==> src/core/bit_op_pkg.sv <==
// Constants for the bit-operation and AND-literal execute block.
// Assumes a 12-bit instruction word and 8-bit file registers.
package bit_op_pkg;
    localparam int INSTR_W = 12;
    localparam int DATA_W = 8;
    localparam int ADDR_W = 5;
    localparam int BIDX_W = 3;
    localparam int PREFIX_HI = 11;
    localparam int PREFIX_LO = 8;
    localparam int BIDX_HI = 7;
    localparam int BIDX_LO = 5;
    localparam int ADDR_HI = 4;
    localparam int ADDR_LO = 0;
    localparam int LIT_HI = 7;
    localparam int LIT_LO = 0;
    localparam logic [3:0] PREFIX_BIT_CLEAR = 4'h4;
    localparam logic [3:0] PREFIX_BIT_SET = 4'h5;
    localparam logic [3:0] PREFIX_SKIP_IF_SET = 4'h7;
    localparam logic [3:0] PREFIX_AND_LITERAL = 4'hE;
    localparam logic [DATA_W-1:0] ACC_RESET = 8'h00;
    localparam logic [ADDR_W-1:0] ADDR_RESET = 5'h00;

    typedef enum logic [2:0]
    {
        no_operation = 3'b000,
        bit_clear_op = 3'b001,
        bit_set_op = 3'b010,
        skip_if_bit_set_op = 3'b011,
        and_literal_op = 3'b100
    } op_t;

    typedef enum logic [0:0]
    {
        run = 1'b0,
        skip_slot = 1'b1
    } exec_state_t;
endpackage

==> src/core/bit_op_instruction_exec.sv <==
// Execute stage for bit clear, bit set, skip-if-bit-set and AND-literal.
// Assumes the file register array presents the data of instr[4:0] on
// file_rdata in the same cycle, and applies file writes one cycle later.
// Assumes acc_load with acc_load_data, on the same clock, carries any
// accumulator write made by a word outside this group.
// Words outside the group are no-operations here apart from that write.
//
// How it works
// - Bit clear writes zero to the indexed bit, other bits kept.
// - Bit set writes one to the indexed bit, other bits kept.
// - Skip-if-set tests the indexed bit; set means next instruction has no effect.
// - A taken skip discards the prefetched word and runs a no-operation instead.
// - AND-literal forms accumulator AND the 8-bit immediate.
// - Result goes to the accumulator; zero flag updated, no other flag.
`timescale 1ns/1ps
`default_nettype none
module bit_op_instruction_exec
(
    input wire logic clk,
    input wire logic rst,
    input wire logic [bit_op_pkg::INSTR_W-1:0] instr,
    input wire logic instr_valid,
    input wire logic [bit_op_pkg::DATA_W-1:0] file_rdata,
    // Accumulator write from a word outside this group
    input wire logic acc_load,
    input wire logic [bit_op_pkg::DATA_W-1:0] acc_load_data,
    output logic file_we,
    output logic [bit_op_pkg::ADDR_W-1:0] file_waddr,
    output logic [bit_op_pkg::DATA_W-1:0] file_wdata,
    output logic [bit_op_pkg::DATA_W-1:0] acc,
    output logic zero_flag,
    output logic zero_we,
    output logic skip_discard
);
    import bit_op_pkg::*;

    // ***************************************************************
    // Decode helpers
    // ***************************************************************
    function automatic op_t decode_op(input logic [INSTR_W-1:0] word);
        op_t op;
        op = no_operation;
        case (word[PREFIX_HI:PREFIX_LO])
            PREFIX_BIT_CLEAR: op = bit_clear_op;
            PREFIX_BIT_SET: op = bit_set_op;
            PREFIX_SKIP_IF_SET: op = skip_if_bit_set_op;
            PREFIX_AND_LITERAL: op = and_literal_op;
            default: op = no_operation;
        endcase
        return op;
    endfunction

    // Both file-writing ops take the register address from one field
    function automatic logic [ADDR_W-1:0] file_addr_of(input logic [INSTR_W-1:0] word);
        return word[ADDR_HI:ADDR_LO];
    endfunction

    function automatic logic is_zero(input logic [DATA_W-1:0] value);
        return (value == '0);
    endfunction

    // ***************************************************************
    // State
    // ***************************************************************
    // All registered state in one struct, so every output comes from a flop
    typedef struct packed
    {
        exec_state_t mode;
        logic we;
        logic [ADDR_W-1:0] waddr;
        logic [DATA_W-1:0] wdata;
        logic [DATA_W-1:0] acc;
        logic zero;
        logic zero_we;
        logic discard;
    } exec_regs_t;

    exec_regs_t cur;
    exec_regs_t next_cur;

    op_t op;
    logic [BIDX_W-1:0] bidx;
    logic [DATA_W-1:0] literal;
    logic [DATA_W-1:0] and_result;
    logic [DATA_W-1:0] bit_hit;
    logic [DATA_W-1:0] cleared_data;
    logic [DATA_W-1:0] set_data;
    logic tested_bit;

    // ***************************************************************
    // Decoded fields
    // ***************************************************************
    // Decoded for every word; only the case below decides what takes effect
    assign op = decode_op(instr);
    assign bidx = instr[BIDX_HI:BIDX_LO];
    assign literal = instr[LIT_HI:LIT_LO];
    assign and_result = cur.acc & literal;

    // ***************************************************************
    // Bit datapath
    // ***************************************************************
    // One slice per data bit: the indexed bit is forced and the rest pass
    // through, so clear and set share one read-modify-write path
    genvar gi;
    generate
        for (gi = 0; gi < DATA_W; gi = gi + 1)
        begin : g_bit
            assign bit_hit[gi] = (bidx == BIDX_W'(gi));
            assign cleared_data[gi] = bit_hit[gi] ? 1'b0 : file_rdata[gi];
            assign set_data[gi] = bit_hit[gi] ? 1'b1 : file_rdata[gi];
        end
    endgenerate

    assign tested_bit = |(file_rdata & bit_hit);

    // ***************************************************************
    // Next state
    // ***************************************************************
    always_comb
    begin
        next_cur = cur;
        next_cur.we = 1'b0;
        next_cur.zero_we = 1'b0;
        next_cur.discard = 1'b0;
        // A cycle without valid only clears the we, zero_we and discard strobes, so a pending skip waits for a word
        if (instr_valid)
        begin
            case (cur.mode)
                skip_slot:
                begin
                    // Prefetched word squashed; this slot is the skip's second cycle
                    // Limitation: a skip in this slot is dropped too, skips never chain
                    next_cur.mode = run;
                    next_cur.discard = 1'b1;
                end
                run:
                begin
                    case (op)
                        bit_clear_op:
                        begin
                            next_cur.we = 1'b1;
                            // Array applies it next cycle and forwards it to a back-to-back read
                            next_cur.waddr = file_addr_of(instr);
                            next_cur.wdata = cleared_data;
                        end
                        bit_set_op:
                        begin
                            next_cur.we = 1'b1;
                            next_cur.waddr = file_addr_of(instr);
                            next_cur.wdata = set_data;
                        end
                        skip_if_bit_set_op:
                        begin
                            if (tested_bit)
                            begin
                                next_cur.mode = skip_slot;
                            end
                        end
                        and_literal_op:
                        begin
                            next_cur.acc = and_result;
                            next_cur.zero = is_zero(and_result);
                            next_cur.zero_we = 1'b1;
                        end
                        no_operation:
                        begin
                            // Word outside this group; only its accumulator write lands here
                            if (acc_load)
                            begin
                                next_cur.acc = acc_load_data;
                            end
                        end
                        default:
                        begin
                            next_cur.mode = run;
                        end
                    endcase
                end
                default:
                begin
                    next_cur.mode = run;
                end
            endcase
        end
    end

    // ***************************************************************
    // Registers
    // ***************************************************************
    always_ff @(posedge clk or posedge rst)
    begin
        if (rst)
        begin
            // No skip left pending, so the first word after release executes
            cur.mode <= run;
            cur.we <= 1'b0;
            cur.waddr <= ADDR_RESET;
            cur.wdata <= ACC_RESET;
            cur.acc <= ACC_RESET;
            cur.zero <= 1'b0;
            cur.zero_we <= 1'b0;
            cur.discard <= 1'b0;
        end
        else
        begin
            cur <= next_cur;
        end
    end

    // ***************************************************************
    // Outputs
    // ***************************************************************
    // Every output is a register field; nothing combinational reaches a pin
    assign file_we = cur.we;
    assign file_waddr = cur.waddr;
    assign file_wdata = cur.wdata;
    assign acc = cur.acc;
    assign zero_flag = cur.zero;
    assign zero_we = cur.zero_we;
    assign skip_discard = cur.discard;
endmodule
`default_nettype wire

==> config.mk <==
export PLATFORM = sky130hd
export DESIGN_NAME = bit_op_instruction_exec
export DESIGN_NICKNAME = d
export VERILOG_FILES = /design/src/core/bit_op_pkg.sv /design/src/core/bit_op_instruction_exec.sv
export SDC_FILE = /design/constraint.sdc
export NUM_CORES = 1
export LEC_CHECK = 0
export BUFFER_PORTS_ARGS = -buffer_cell sky130_fd_sc_hd__buf_2
export CELL_PAD_IN_SITES_DETAIL_PLACEMENT = 2
export CELL_PAD_IN_SITES_GLOBAL_PLACEMENT = 2
export CORE_MARGIN = 3
export CORE_UTILIZATION = 27
export CTS_BUF_LIST = sky130_fd_sc_hd__clkbuf_8
export DETAILED_ROUTE_END_ITERATION = 16
export PLACE_DENSITY = 0.89
export SLEW_MARGIN = 20
export SYNTH_ARGS = -nofsm -noshare
export SYNTH_HDL_FRONTEND = slang
export SYNTH_SLANG_ARGS = --single-unit
==> constraint.sdc <==
create_clock -name clk -period 1.4 [get_ports clk]
set_input_delay 0.42 -clock clk [delete_from_list [all_inputs] [get_ports clk]]
set_output_delay 0.42 -clock clk [all_outputs]
set_load 0.005 [all_outputs]
==> load_flow_metrics.sql <==
INSERT INTO impl_metrics (metric_group, metric, value, unit) VALUES
('sta', 'setup_slack', '-0.1173', 'ns'),
('detailed_routing', 'routedLengthMet1', '1902', 'um'),
('setup_path', 'reg2reg_depth', '4', ''),
('logic_synthesis', 'synth_area', '1506', 'um2'),
('power_and_ir_drop', 'p_total', '2258', 'uW'),
('power_and_ir_drop', 'p_sw_share', '28.75', '%'),
('logic_synthesis', 'synth.distinct_cells', '31', ''),
('placement', 'postPlaceCellArea', '1763', 'um2'),
('sta', 'worst_pin_slew', '0.3366', 'ns'),
('floorplanning', 'design.die.area', '6512', 'um2'),
('logic_synthesis', 'synth_seq_cells', '26', ''),
('status', 'failed_checks', 'negative setup slack', ''),
('setup_path', 'worst_reg2reg_path_startpoint', 'cur[25]$_DFFE_PP0P_', ''),
('grt', 'grt_start_max_net_pins', '27', ''),
('setup_path', 'crit_path_launch_type', 'flip-flop', ''),
('placement', 'gp_congestion', '0.7500', ''),
('layout', 'finalNonFillerCells', '268', ''),
('sta', 'clock_skew', '0.001917', 'ns'),
('sta', 'timing.final.crit_share', '108.4', '%'),
('power_and_ir_drop', 'total_leakage_power', '0.0009919', 'uW'),
('setup_path', 'worstPathCellList', 'nand3b_1 -> or3_4 -> buf_12 -> mux2_4', ''),
('detailed_routing', 'routed_wire_length_per_instance', '16.84', 'um'),
('power_and_ir_drop', 'comb_power_share', '26.8', '%'),
('floorplanning', 'io_pins', '57', ''),
('hold_path', 'min-delay-path-class', 'in -> async', ''),
('logic_synthesis', 'postSynth.asyncResetShare', '100.0', '%'),
('logic_synthesis', 'synth_fa_ha_area_share', '0', '%'),
('setup_path', 'regToRegEndpoint', 'file_waddr[0]$_DFFE_PP0P_', ''),
('logic_synthesis', 'yosys_warnings', '0', ''),
('power_and_ir_drop', 'pwr-share-clk', '28.6', '%'),
('clocking', 'maximum_count_of_clock_buffers_along_a_single_path', '2', ''),
('detailed_routing', 'drt-total-wl', '4514', 'um'),
('grt', 'grt_pass1_wl', '6906', 'um'),
('clocking', 'clk_pin_slew', '0.10', 'ns'),
('logic_synthesis', 'synth_compound_area_share', '12.62', '%'),
('setup_path', 'crit_path_end', 'file_waddr[0]$_DFFE_PP0P_', ''),
('logic_synthesis', 'synth_nets', '186', ''),
('logic_synthesis', 'post-synth-top-area-fraction', '43.19', '%'),
('logic_synthesis', 'post_synth_inst_count', '154', ''),
('sta', 'fmax', '0.6591', 'GHz'),
('grt', 'grt.overflow.total', '0', ''),
('logic_synthesis', 'post_synth_xor_area_fraction', '0', '%'),
('sta', 'finalSetupViolCount', '13', ''),
('detailed_routing', 'dr_wl_met3', '151', 'um'),
('layout', 'area_delta_synth_final', '29.15', '%'),
('run', 'max_cap_violations', '0', ''),
('setup_path', 'worstSetupPathDepth', '4', ''),
('placement', 'dp.cells', '262', ''),
('logic_synthesis', 'synth_simple_gate_area_share', '17.52', '%'),
('power_and_ir_drop', 'p_int', '1609', 'uW'),
('grt', 'first_global_vias', '1376', ''),
('setup_path', 'crit_path_end_kind', 'flip-flop', ''),
('sta', 'slew-limit-headroom', '77.56', '%'),
('detailed_routing', 'detailedRoute.firstPassIterationCount', '4', ''),
('logic_synthesis', 'combinational_family_with_the_most_area_after_synthesis', 'simple AND/OR/NAND/NOR gates', ''),
('setup_path', 'rrSetupSlack', '-0.12', 'ns'),
('layout', 'fraction_of_layout_instances_using_a_drive_strength_above_1', '48.99', '%'),
('sta', 'rsz0062_at_grt', 'yes', ''),
('floorplanning', 'rows', '26', ''),
('logic_synthesis', 'post-synth-top-count-cell', 'sky130_fd_sc_hd__dfrtp_1', ''),
('clocking', 'cts-buffers-inserted', '3', ''),
('sta', 'final_max_slew_viol_count', '0', ''),
('detailed_routing', 'met2RoutedLength', '2395', 'um'),
('setup_path', 'worstPathArrival', '1.69', 'ns'),
('setup_path', 'critPathRequiredTime', '1.57', 'ns'),
('status', 'status', 'finished with violations', ''),
('floorplanning', 'floorplan.die.height', '80.70', 'um'),
('placement', 'buffer_ports.inserted', '56', ''),
('setup_path', 'timing.critical_path.slowest_cell_delay', '0.40', 'ns'),
('floorplanning', 'fp.coreArea', '5238', 'um2'),
('layout', 'n_fill_cell', '613', '');
registers in the layout, summed over array words and instances (netlist names):
register	count
file_waddr	5
file_we	1
zero_we	1
file_wdata	8
zero_flag	1
acc	8
cur	1
skip_discard	1
area by class of cell:
cell class,instances,area (um2),area share (%)
tap,70,87.58,4.502
clock inverter,1,30.03,1.543
timing repair buffer,69,437.9,22.51
sequential,26,650.6,33.44
clock buffer,3,41.29,2.122
inverter,7,26.28,1.350
multi-input combinational,92,671.9,34.53
power groups by stage:
stage | Combinational [uW] | Sequential (uW) | Clock, uW
CTS | 581 | 1000 | 667
global placement | 547 | 1010 | 0
finish | 604 | 1010 | 645
detailed placement | 577 | 1020 | 0
floorplan | 482 | 984 | 0
global route | 670 | 1030 | 699
per-layer routing:
metal / global-route usage (%) / vias to the layer above
li1: - / 600
met1: 17.32 / 633
met2: 24.83 / 31
met3: 1.570 / 4
met4: 5.574 / 0
met5: 0 / -
timing repair:
| item | 4_1_cts | 5_1_grt |
|---|---|---|
| pin swaps | 0 | 5 |
| cloned | 0 | 2 |
| buffers inserted | 0 | 0 |
| gates resized for setup | 4 | 22 |
| endpoints found under the setup margin | 14 | 22 |
| hold buffers | 0 | 0 |
kinds of logic after synthesis:
kind of cell    after synthesis
simple gates                 51
mux                          15
flops                        26
compound gates               26
buf+inv                      36
placed cells by master, fill, tap and decap left out, drive strengths merged:
cell	netlist	routed
buf	26	67
dfrtp	26	26
nand2	18	18
nor2	13	13
mux2i	9	9
o21ai	9	9
a221o	8	8
inv	7	7
mux2	6	6
clkbuf	3	5
a21oi	4	4
nand3b	3	3
o22ai	3	3
nand3	3	3
nor3b	2	2
nand4	2	2
nand2b	2	2
nor3	2	2
or3	1	1
nor2b	1	1
and2b	1	1
and4b	1	1
and3	1	1
and2	1	1
a31oi	1	1
o311ai	1	1
bufinv	0	1
worst register-to-register path, cell delays in order, from the launching register on:
cell and delay, ns:
sky130_fd_sc_hd__dfrtp_1 0.40, sky130_fd_sc_hd__nand3b_1 0.20, sky130_fd_sc_hd__or3_4 0.37, sky130_fd_sc_hd__buf_12 0.16, sky130_fd_sc_hd__mux2_4 0.29
worst min-delay path by stage:
stage	end	slack, ns
after detailed placement	file_wdata[7]$_DFFE_PP0P_	0.47
after global placement	file_wdata[1]$_DFFE_PP0P_	0.46
after global routing	file_we$_DFF_PP0_	0.22
after floorplan	file_wdata[0]$_DFFE_PP0P_	0.45
final	file_we$_DFF_PP0_	0.18
after CTS	file_we$_DFF_PP0_	0.19
metrics by stage:
step	setup slack, ns	hold slack [ns]	util [%]	setup TNS (ns)
3_5_place_dp	-0.2571	0.4684	33.66	-4.536
2_1_floorplan	-0.1226	0.4510	-	-0.9591
5_1_grt	-0.1694	0.2217	37.15	-1.855
3_3_place_gp	-0.1863	0.4591	33.66	-3.399
6_report	-0.1173	0.1831	37.15	-1.197
4_1_cts	-0.08730	0.1943	35.19	-0.9896
No activity file was read; power rests on OpenSTA's default activity.
